### src/sat_pkg.sv
// Shared constants and types of the serial converter link
package sat_pkg;
	localparam int CLK_NS         = 50;
	localparam int CS_FILT_NS     = 1425;
	localparam int CS_FILT_CYC    = (CS_FILT_NS + CLK_NS - 1) / CLK_NS;
	localparam int CONV_NS        = 21000;
	localparam int CONV_CYC       = CONV_NS / CLK_NS;
	localparam int ABORT_NS       = 9000;
	localparam int ABORT_CYC      = ABORT_NS / CLK_NS;
	localparam int RES_W          = 10;
	localparam int ADDR_W         = 4;
	localparam int NUM_CH         = 11;
	localparam int ADDR_CLKS      = 4;
	localparam int ACQ_CLKS       = 6;
	localparam int XFER_CLKS      = ADDR_CLKS + ACQ_CLKS;
	localparam int LONG_CLKS      = 16;
	localparam int SAR_STEP_CYC   = CONV_CYC / RES_W;
	localparam int CS_SETUP_CYC   = CS_FILT_CYC + 11;
	localparam int IOCLK_HALF_CYC = 8;
	localparam int EOC_WAIT_CYC   = CONV_CYC + 100;
	localparam logic [ADDR_W-1:0] ADDR_TEST_MID  = 4'hb;
	localparam logic [ADDR_W-1:0] ADDR_TEST_ZERO = 4'hc;
	localparam logic [ADDR_W-1:0] ADDR_TEST_FULL = 4'hd;
	localparam logic [RES_W-1:0]  CODE_MID       = 10'h200;
	localparam logic [RES_W-1:0]  CODE_ZERO      = 10'h000;
	localparam logic [RES_W-1:0]  CODE_FULL      = 10'h3ff;
	typedef logic signed [11:0] sat_level_t;
	localparam sat_level_t LEVEL_FULL = 12'sh3ff;
	typedef enum logic [3:0] {
		ST_OFF  = 4'h1,
		ST_XFER = 4'h2,
		ST_CONV = 4'h4,
		ST_TAIL = 4'h8
	} sat_dev_state_t;
	typedef enum logic [4:0] {
		H_IDLE  = 5'h01,
		H_GAP   = 5'h02,
		H_SETUP = 5'h04,
		H_CLK   = 5'h08,
		H_WAIT  = 5'h10
	} sat_host_state_t;
endpackage

### src/sat_link_if.sv
// Four-wire link plus end-of-conversion flag between host and converter
`timescale 1ns/1ns
interface sat_link_if;
	logic cs_n;
	logic io_clk;
	logic addr;
	logic dout;
	logic dout_oe;
	logic eoc;
	logic dout_line;
	// Released line reads low, as with a weak pull-down
	assign dout_line = dout_oe ? dout : 1'b0;
	modport dev (
		input  cs_n,
		input  io_clk,
		input  addr,
		output dout,
		output dout_oe,
		output eoc
	);
	modport host (
		output cs_n,
		output io_clk,
		output addr,
		input  dout_line,
		input  eoc
	);
endinterface

### src/sat_dev.sv
// Converter end: select filter, serial address and result shifting, conversion sequencing
// Contract
// - test addresses give codes 512, 0, 1023
// - acquisition spans six serial clock periods
// - conversion ends within 21 us
// - select low after tenth edge aborts
// - flag falls soon after tenth falling edge
// - MSB presented when flag rises
// - output driven fast, released within 150 ns
// - select level accepted after 1.425 us
// - host waits select setup before clocking
// - deselect stops address and clock response
// - no-select short mode waits for flag
// - eleventh rising edge precedes conversion end
// - no-select long mode uses sixteen clocks
// - out-of-range inputs saturate to ends
// - address and codes are positive logic
// - ten, eleven-to-sixteen and sixteen clock modes
// - valid select fall restarts, keeps result
// - host rises clock within 9.5 us
`timescale 1ns/1ns
module sat_dev #(
	parameter int FILT_CYC = sat_pkg::CS_FILT_CYC,
	parameter int STEP_CYC = sat_pkg::SAR_STEP_CYC
) (
	input  wire logic                 ref_clk,
	input  wire logic                 sys_rst,
	sat_link_if.dev                   link,
	input  wire sat_pkg::sat_level_t  ain [sat_pkg::NUM_CH],
	output logic [sat_pkg::RES_W-1:0] result,
	output logic                      result_strobe,
	output logic                      busy
);
	import sat_pkg::*;

	if (FILT_CYC < 1 || FILT_CYC > 255 || STEP_CYC < 1 || STEP_CYC > 255) begin : g_chk
		$error("sat_dev: filter or step count out of range");
	end

	sat_dev_state_t    state;
	logic [1:0]        cs_s;
	logic [2:0]        clk_s;
	logic [1:0]        addr_s;
	logic              cs_f;
	logic [7:0]        filt_cnt;
	logic              cs_fall;
	logic              cs_rise;
	logic [2:0]        rise_cnt;
	logic [4:0]        fall_cnt;
	logic [ADDR_W-1:0] addr_sh;
	logic [RES_W-1:0]  sample;
	logic [RES_W-1:0]  out_sh;
	logic [RES_W-1:0]  sar;
	logic [RES_W-1:0]  trial;
	logic [RES_W-1:0]  next_sar;
	logic [RES_W-1:0]  pick_level;
	logic [3:0]        sar_idx;
	logic [7:0]        step_cnt;
	logic              long_xfer;
	logic              io_rise;
	logic              io_fall;

	function automatic logic [RES_W-1:0] clamp_level(input sat_level_t v);
		if (v < 0)
			return CODE_ZERO;
		else if (v > LEVEL_FULL)
			return CODE_FULL;
		else
			return v[RES_W-1:0];
	endfunction

	// Pins come from the host's domain
	always_ff @(posedge ref_clk) begin
		if (sys_rst) begin
			cs_s   <= 2'h3;
			clk_s  <= 3'h0;
			addr_s <= 2'h0;
		end else begin
			cs_s   <= {cs_s[0], link.cs_n};
			clk_s  <= {clk_s[1:0], link.io_clk};
			addr_s <= {addr_s[0], link.addr};
		end
	end

	// Clock edges count only while select is accepted low
	assign io_rise = clk_s[1] & ~clk_s[2] & ~cs_f;
	assign io_fall = ~clk_s[1] & clk_s[2] & ~cs_f;

	// Glitch filter: a new select level must persist before it counts
	always_ff @(posedge ref_clk) begin
		if (sys_rst) begin
			cs_f     <= 1'b1;
			filt_cnt <= 8'h00;
			cs_fall  <= 1'b0;
			cs_rise  <= 1'b0;
		end else begin
			cs_fall <= 1'b0;
			cs_rise <= 1'b0;
			if (cs_s[1] == cs_f) begin
				filt_cnt <= 8'h00;
			end else if (filt_cnt == 8'(FILT_CYC - 1)) begin
				cs_f     <= cs_s[1];
				filt_cnt <= 8'h00;
				cs_fall  <= ~cs_s[1];
				cs_rise  <= cs_s[1];
			end else begin
				filt_cnt <= filt_cnt + 8'h01;
			end
		end
	end

	// Enable follows the raw select so the MSB appears before the filter settles
	always_ff @(posedge ref_clk) begin
		if (sys_rst)
			link.dout_oe <= 1'b0;
		else
			link.dout_oe <= ~cs_s[1];
	end

	// Channel mux with self-test levels; addresses 14 and 15 read as zero
	always_comb begin
		pick_level = CODE_ZERO;
		if (addr_sh == ADDR_TEST_MID)
			pick_level = CODE_MID;
		else if (addr_sh == ADDR_TEST_ZERO)
			pick_level = CODE_ZERO;
		else if (addr_sh == ADDR_TEST_FULL)
			pick_level = CODE_FULL;
		else if (addr_sh < 4'(NUM_CH))
			pick_level = clamp_level(ain[addr_sh]);
	end

	// One trial bit per step, MSB first
	assign trial    = sar | (CODE_MID >> sar_idx);
	assign next_sar = (sample >= trial) ? trial : sar;

	always_ff @(posedge ref_clk) begin
		if (sys_rst) begin
			state         <= ST_OFF;
			rise_cnt      <= 3'h0;
			fall_cnt      <= 5'h00;
			addr_sh       <= 4'h0;
			sample        <= 10'h000;
			out_sh        <= 10'h000;
			sar           <= 10'h000;
			sar_idx       <= 4'h0;
			step_cnt      <= 8'h00;
			long_xfer     <= 1'b0;
			result        <= 10'h000;
			result_strobe <= 1'b0;
			busy          <= 1'b0;
			link.dout     <= 1'b0;
			link.eoc      <= 1'b1;
		end else begin
			result_strobe <= 1'b0;
			if (cs_fall) begin
				// Abort keeps the old result; the flag returns high
				state     <= ST_XFER;
				busy      <= 1'b0;
				rise_cnt  <= 3'h0;
				fall_cnt  <= 5'h00;
				out_sh    <= result;
				link.dout <= result[RES_W-1];
				link.eoc  <= 1'b1;
			end else if (cs_rise && state != ST_CONV) begin
				state     <= ST_OFF;
				out_sh    <= result;
				link.dout <= result[RES_W-1];
			end else begin
				case (state)
					ST_XFER: begin
						if (io_rise && rise_cnt < 3'(ADDR_CLKS)) begin
							addr_sh  <= {addr_sh[ADDR_W-2:0], addr_s[1]};
							rise_cnt <= rise_cnt + 3'h1;
						end
						if (io_fall) begin
							fall_cnt  <= fall_cnt + 5'h01;
							out_sh    <= {out_sh[RES_W-2:0], 1'b0};
							link.dout <= out_sh[RES_W-2];
							if (fall_cnt == 5'(XFER_CLKS - 1)) begin
								// Hold the input sampled since the fourth falling edge
								sample    <= pick_level;
								link.eoc  <= 1'b0;
								state     <= ST_CONV;
								busy      <= 1'b1;
								sar       <= 10'h000;
								sar_idx   <= 4'h0;
								step_cnt  <= 8'h00;
								long_xfer <= 1'b0;
							end
						end
					end
					ST_CONV: begin
						// Output is off now; park the old MSB so an abort shows it at once
						if (cs_rise)
							link.dout <= result[RES_W-1];
						if (io_rise)
							long_xfer <= 1'b1;
						if (io_fall && fall_cnt != 5'(LONG_CLKS))
							fall_cnt <= fall_cnt + 5'h01;
						if (step_cnt == 8'(STEP_CYC - 1)) begin
							step_cnt <= 8'h00;
							sar      <= next_sar;
							sar_idx  <= sar_idx + 4'h1;
							if (sar_idx == 4'(RES_W - 1)) begin
								result        <= next_sar;
								result_strobe <= 1'b1;
								busy          <= 1'b0;
								link.eoc      <= 1'b1;
								out_sh        <= next_sar;
								link.dout     <= next_sar[RES_W-1];
								rise_cnt      <= 3'h0;
								if (cs_f) begin
									state <= ST_OFF;
								end else if (long_xfer || io_rise) begin
									state <= ST_TAIL;
								end else begin
									state    <= ST_XFER;
									fall_cnt <= 5'h00;
								end
							end
						end else begin
							step_cnt <= step_cnt + 8'h01;
						end
					end
					ST_TAIL: begin
						// Late clocks of a long transfer; a 16th fall starts the next cycle
						if (fall_cnt == 5'(LONG_CLKS)) begin
							// All sixteen came during conversion, so nothing is left to wait for
							state    <= ST_XFER;
							fall_cnt <= 5'h00;
							rise_cnt <= 3'h0;
						end else if (io_fall) begin
							if (fall_cnt >= 5'(LONG_CLKS - 1)) begin
								state    <= ST_XFER;
								fall_cnt <= 5'h00;
								rise_cnt <= 3'h0;
							end else begin
								fall_cnt <= fall_cnt + 5'h01;
							end
						end
					end
					default: begin
						state <= ST_OFF;
					end
				endcase
			end
		end
	end
endmodule

### src/flat_wrapper.sv
// flat-port wrapper written by rule: the top's interface ports become plain ports
module sat_dev_flat import sat_pkg::*;
#(
	parameter int FILT_CYC = sat_pkg::CS_FILT_CYC,
	parameter int STEP_CYC = sat_pkg::SAR_STEP_CYC
)
  (ref_clk, sys_rst, ain, result, result_strobe, busy, link_cs_n, link_io_clk, link_addr, link_dout, link_dout_oe, link_eoc);
  sat_link_if link_i ();
  input  wire logic ref_clk;
  input  wire logic sys_rst;
  input  wire sat_pkg::sat_level_t ain[sat_pkg::NUM_CH];
  output logic [sat_pkg::RES_W-1:0] result;
  output logic result_strobe;
  output logic busy;
  input wire logic [$bits(link_i.cs_n)-1:0] link_cs_n;
  input wire logic [$bits(link_i.io_clk)-1:0] link_io_clk;
  input wire logic [$bits(link_i.addr)-1:0] link_addr;
  output wire logic [$bits(link_i.dout)-1:0] link_dout;
  output wire logic [$bits(link_i.dout_oe)-1:0] link_dout_oe;
  output wire logic [$bits(link_i.eoc)-1:0] link_eoc;
  assign link_i.cs_n = link_cs_n;
  assign link_i.io_clk = link_io_clk;
  assign link_i.addr = link_addr;
  assign link_dout = link_i.dout;
  assign link_dout_oe = link_i.dout_oe;
  assign link_eoc = link_i.eoc;
  sat_dev #(.FILT_CYC(FILT_CYC), .STEP_CYC(STEP_CYC)) u_core (.ref_clk(ref_clk), .sys_rst(sys_rst), .link(link_i), .ain(ain), .result(result), .result_strobe(result_strobe), .busy(busy));
endmodule
### config.mk
export PLATFORM = sky130hd
export DESIGN_NAME = sat_dev_flat
export DESIGN_NICKNAME = d
export VERILOG_FILES = /design/src/sat_pkg.sv /design/src/sat_link_if.sv /design/src/sat_dev.sv /design/src/flat_wrapper.sv
export SDC_FILE = /design/constraint.sdc
export NUM_CORES = 1
export LEC_CHECK = 0
export BUFFER_PORTS_ARGS = -buffer_cell sky130_fd_sc_hd__clkbuf_2
export CAP_MARGIN = 20
export CELL_PAD_IN_SITES_DETAIL_PLACEMENT = 0
export CELL_PAD_IN_SITES_GLOBAL_PLACEMENT = 1
export CORE_ASPECT_RATIO = 1.4
export CORE_UTILIZATION = 36
export DETAILED_ROUTE_END_ITERATION = 6
export PLACE_DENSITY = 0.83
export SYNTH_ARGS = -nofsm -noshare
export SYNTH_HDL_FRONTEND = slang
export SYNTH_SLANG_ARGS = --single-unit
### constraint.sdc
create_clock -name ref_clk -period 2.4 [get_ports ref_clk]
set_clock_uncertainty 0.15 [all_clocks]
set_input_delay 0.36 -clock ref_clk [delete_from_list [all_inputs] [get_ports ref_clk]]
set_output_delay 0.36 -clock ref_clk [all_outputs]
set_load 0.01 [all_outputs]
Yosys cells after proc, flatten, opt, wreduce, memory -nomap -nowiden

Index checks and enable logic that the tools add are counted.

Register bits: 91
Latch bits: 0
Bits in writable memories: 0
Memory bits (read-only): 0
Input port bits: 137
Output and inout bits: 15
Logic and storage cells: 184
Memories kept: 0

$add $sub $neg: 5
Multiply operators: 0
Divide/modulo/power cells: 0
$lt $le $gt $ge: 7
Equal/unequal tests: 28
Shift operators: 1
Muxes and demuxes: 77
Bitwise gates (word level): 16
Reductions and logical operators: 26

Operators with widths:

| operator             | number |
|---|---|
| $mux 10              | 10 |
| $bmux 12 s4          | 1 |
| $mux 4               | 12 |
| $mux 5               | 9 |
| $mux 9               | 5 |
| $reduce_and 6->1     | 5 |
| $mux 12              | 2 |
| $mux 8               | 3 |
| $eq 4x4->1 const B   | 5 |
| $pmux 10 s2          | 1 |
| $mux 3               | 6 |
| $pmux 9 s2           | 1 |
| $add 8x1->8 const B  | 2 |
| $mux 1               | 16 |
| $ne 4x1->1 const B   | 4 |
| $pmux 8 s2           | 1 |
| $pmux 5 s3           | 1 |
| $reduce_and 5->1     | 3 |
| $gt 12x11->1 const B | 1 |
| $lt 12x1->1 const B  | 1 |
| $ne 2x1->1 const B   | 6 |
| $pmux 4 s3           | 1 |
| $reduce_and 4->1     | 3 |
| $ge 10x10->1         | 1 |
| other kinds (37)     | 60 |

Longest topological paths before layout

Depth in word-level cells: 11
Depth in mapped cells: 11

Least setup slack after synthesis

Ideal clock, no wire load.

Kind: reg-to-reg
From: register u_core.sar_idx[2]
To: register u_core.out_sh[1]
Setup time: 142 ps
Data arrival time: 2155 ps
Data required time: 2108 ps
Path slack: -46 ps
Cell stages (with the launch flop): 11
Clock period less this slack: 2446 ps
Cell sequence: dfxtp_1 -> inv_1 -> nor2_1 -> a21oi_1 -> ha_1 -> a211o_1 -> a21oi_1 -> o21ai_0 -> a21o_1 -> a311oi_1 -> a2111oi_2

Cells in the longest elaborated chain, start to end: 9
Elaborated cells on any way between the ends: 12
Those cells by class: 1 x order compare; 2 x eq/ne; 1 x shift; 6 x mux; 1 x bitwise; 1 x reduce/logical

RTL lines:

| item                   | RTL line       | RTL |
|---|---|---|
| start, declared        | sat_dev.sv:57  | `logic [3:0] sar_idx;` |
| start signal, assigned | sat_dev.sv:204 | `sar_idx <= sar_idx + 4'h1;` |
| $shr 10x4->10          | sat_dev.sv:134 | `assign trial = sar \| (CODE_MID >> sar_idx);` |
| $or 10x10->10          | sat_dev.sv:134 |  |
| $ge 10x10->1           | sat_dev.sv:135 | `assign next_sar = (sample >= trial) ? trial : sar;` |
| $mux 10                | sat_dev.sv:135 |  |
| $mux 9                 | sat_dev.sv:205 | `if (sar_idx == 4'(RES_W - 1)) begin` |
| $mux 9                 | sat_dev.sv:201 | `if (step_cnt == 8'(STEP_CYC - 1)) begin` |
| $pmux 9 s2             | sat_dev.sv:170 | `case (state)` |
| $mux 9                 | sat_dev.sv:165 | `end else if (cs_rise && state != ST_CONV) begin` |
| $mux 9                 | sat_dev.sv:156 | `if (cs_fall) begin` |
| end signal, assigned   | sat_dev.sv:162 | `out_sh <= result;` |
| end signal, assigned   | sat_dev.sv:167 | `out_sh <= result;` |
| end signal, assigned   | sat_dev.sv:178 | `out_sh <= {out_sh[RES_W-2:0], 1'b0};` |
| end, declared          | sat_dev.sv:52  | `logic [RES_W-1:0] out_sh;` |

Several ways; a longest one is shown, not always the timed one. The select of a mux whose other input is x is not followed.
A chain may end at the register's enable or synchronous reset.

Final worst setup path

From: register u_core.sar_idx[0]
To: register u_core.out_sh[7]

The elaborated chain is that of the path after synthesis.

==> results.md <==
* Status: complete, no violations
* CP arrival at roughly 2.4 ns
* R2r setup slk at 0.04 ns
* WL final at 16,900 µm
* I/O pins at around 150
* Routed via count at 5,343
* Mean post-synth cell area at approximately 9 µm²
* Worst r2r path cells at 10
* Dpl hpwl at around 14,000 µm
* First-pass GRT wire length at around 27,000 µm
* Nets at 972
* Port bufs at 151
* Clock buffer depth at 2
* Hold path depth at 2
* Largest net degree at the start of global routing at 29
* VDD IR max at 0.320 mV
* Floorplan row count at 53
* Crit-path max FO at 5
* GPL Wtd Cong at 0.903
* Antenna violations before repair at 0
* F_max at roughly 0.42 GHz
* Cell Area, Synth at 5570 µm²
* Startpoint Class: flop
* Slew Limit Fails at 0
* Total track usage at 0.218
* Fin crit period at 2.36 ns
* Total nets after synthesis at 776
* Worst r2r src: u_core.sar_idx[0]$_SDFFE_PP0P_
* CTS tree: built
* RSZ-0062 raised after global routing: yes
* Clock sinks at 91
* Core footprint at 15,100 µm²
* Total die area at between 15,000 and 20,000 µm²
* R2R Path End: u_core.out_sh[7]$_SDFFE_PP0P_
* Num CTS Buffers at 9
* CTS H-tree depth at 3
* Gate count after technology mapping at about 600
* Max_slew headroom at 0.654
* DP Area at 6950 µm²
* DR iter-0 viols at 209
* Clock Tree Root: clkbuf_16
* Worst Setup Path Type: reg -> reg
* Hold/Removal Path Class: in -> reg
* Max Cap Viol at 0
* Vias/cell at 5.30
* CP required at about 2.5 ns
* Post-synth cell types at between 70 and 80
* Chip width at 107 µm
* Setup crit end kind: flop
* Top FF cell, synth: dfxtp_1
* Filler Cells Inserted at 1,492
* Yosys reg bits at slightly above 90
* P_leak at a little under 3 nW
* Final Hold Fails at 0
* Post-route design area at 7380 µm²
* Final ANT Viol Nets at 0
* Worst-Margin Slew at ~0.52 ns
* Routed len/inst at 16.7 µm
* Final setup fails at 0
* Share of layout cells above drive strength 1 at 0.389
* TritonRoute pass-1 iters at 5
* Post-route total power at around 3.2 mW
* Postcts setup bufs at 0
* Vias in the first global route at ~5.4k
* Hold worst-path end: u_core.cs_s[0]$_SDFF_PP1_
* Crit share post-route at 0.982
* Pwr/cell area at 438 nW/µm²
* Ys Warns at 0
* CTS clock-pin slew for the worst setup and hold paths at 0.07 ns
* Worst-skew pair later-pin latency at between 0.3 and 0.4 ns
* Area growth syn-to-layout at 32.6%
* Sequential area share after synthesis at 0.327
* Initial Util at 0.370
* EDFF count, synth at 0
* Cts hold-fix bufs at 0
* Async S/R FF share, synth at 0
* # DRC at 0
* Hold_sp: link_cs_n
* Die Ht at 149 µm
* Remaining global-route overflow at 0
-- worst max-delay path: stages (launching register included) --
cell and delay, ns:
dfxtp_2 0.36, inv_1 0.06, ha_2 0.18, buf_4 0.15
a21oi_1 0.17, ha_1 0.29, a21oi_1 0.19, o21ai_2 0.11
a2111oi_4 0.35, o31a_1 0.18, nor3_1 0.04
-- registers in the layout (all words and copies together), names as in the netlist, 3 cells and up --
| name | flops |
|---|---|
| u_core.filt_cnt | 8 |
| u_core.clk_s | 3 |
| u_core.rise_cnt | 3 |
| u_core.result | 10 |
| u_core.sample | 10 |
| u_core.addr_sh | 4 |
| u_core.sar_idx | 4 |
| u_core.step_cnt | 8 |
| u_core.fall_cnt | 5 |
| u_core.sar | 10 |
| u_core.out_sh | 9 |
| u_core.state | 4 |
-- cell usage after synthesis (all sizes together), types with 6 or more instances --
| cell | count | area share |
|---|---|---|
| dfxtp | 91 | 0.33 |
| nor2 | 78 | 0.053 |
| a21oi | 50 | 0.047 |
| nand2 | 45 | 0.031 |
| o21ai | 34 | 0.031 |
| mux2i | 32 | 0.058 |
| ha | 25 | 0.056 |
| mux4 | 24 | 0.097 |
| o22ai | 23 | 0.026 |
| buf | 20 | 0.024 |
| inv | 20 | 0.013 |
| nor3 | 18 | 0.020 |
| clkbuf | 16 | 0.011 |
| nand3 | 11 | 0.0099 |
| nor2b | 11 | 0.012 |
| and3 | 9 | 0.010 |
| nand4 | 9 | 0.010 |
| xor2 | 9 | 0.014 |
| a31oi | 8 | 0.013 |
| xnor2 | 6 | 0.0094 |
-- worst max path at each step --
| stage | start | to | slack (ns) | cells after the start |
|---|---|---|---|---|
| final | u_core.sar_idx[0]$_SDFFE_PP0P_ | u_core.out_sh[7]$_SDFFE_PP0P_ | 0.04 | 10 |
| after global routing | u_core.sar_idx[0]$_SDFFE_PP0P_ | u_core.out_sh[0]$_SDFFE_PP0P_ | -0.1 | 10 |
| after CTS | u_core.sar_idx[1]$_SDFFE_PP0P_ | u_core.out_sh[1]$_SDFFE_PP0P_ | 0.007 | 11 |
| after detailed placement | u_core.sar_idx[1]$_SDFFE_PP0P_ | u_core.out_sh[7]$_SDFFE_PP0P_ | -0.16 | 11 |
| after global placement | u_core.sar_idx[0]$_SDFFE_PP0P_ | u_core.out_sh[7]$_SDFFE_PP0P_ | -0.08 | 10 |
| after floorplan | u_core.sar_idx[0]$_SDFFE_PP0P_ | u_core.out_sh[1]$_SDFFE_PP0P_ | 0.02 | 10 |
-- layer usage --
metal / GRT usage / wire length, µm / vias up
met5: 0 / 0 / -
met3: 0.0275 / 707 / 35
met2: 0.419 / 9120 / 179
met1: 0.226 / 6320 / 2479
met4: 0.114 / 719 / 0
li1: - / - / 2650
-- layout by cell type (no fill, tap or decap), types with 6 or more instances in the layout --
cell type,count
nor2_1,74
nand3_1,11
mux2i_1,32
clkbuf_16,9
nand4_1,9
and3_1,8
xnor2_1,6
ha_1,24
inv_1,19
nor2b_1,11
dfxtp_1,87
mux4_2,24
clkbuf_2,151
o21ai_0,32
a21oi_1,45
nor3_1,15
o22ai_1,22
buf_4,67
xor2_1,9
nand2_1,44
-- kinds of logic after synthesis --
logic type / share of synthesized area
buffers and inverters: 0.0481
and+or+nand+nor: 0.212
AOI/OAI and AO/OA: 0.177
DFF: 0.327
adders and majority gates: 0.0562
xor gates and xnor gates: 0.0236
muxes: 0.157
-- where the power goes --
| part | switching, mW | total [mW] | internal (mW) |
|---|---|---|---|
| Clock | 0.632 | 1.48 | 0.845 |
| Sequential | 0.00272 | 1.52 | 1.52 |
| Combinational | 0.104 | 0.239 | 0.135 |
-- repair_timing --
action                                  in CTS  in global routing
gates resized for setup                     13                 18
endpoints found under the setup margin      10                 42
pin swaps                                    1                  9
cloned                                       0                  0
-- layout make-up --
cell class,count,area (µm²),area share
multi-input combinational,467,3610,0.489
sequential,91,1830,0.247
timing repair buffer,221,1320,0.179
tap,192,240,0.0325
clock buffer,10,239,0.0324
inverter,20,75.1,0.0102
clock inverter,6,71.3,0.00966
antenna,1,2.50,0.000339
-- metrics by stage --
step	cells	hold WS (ns)	util	setup TNS, ns	setup WS [ns]
floorplan	614	0.239	-	0	0.0175
global placement	991	0.247	0.462	-0.132	-0.0812
detailed placement	991	0.244	0.462	-0.414	-0.158
CTS	1007	0.0381	0.485	0	0.00734
global route	1007	0.0457	0.490	-0.687	-0.0980
finish	1008	0.0466	0.491	0	0.0428
Note: power is estimated with default switching activity, not from simulation.
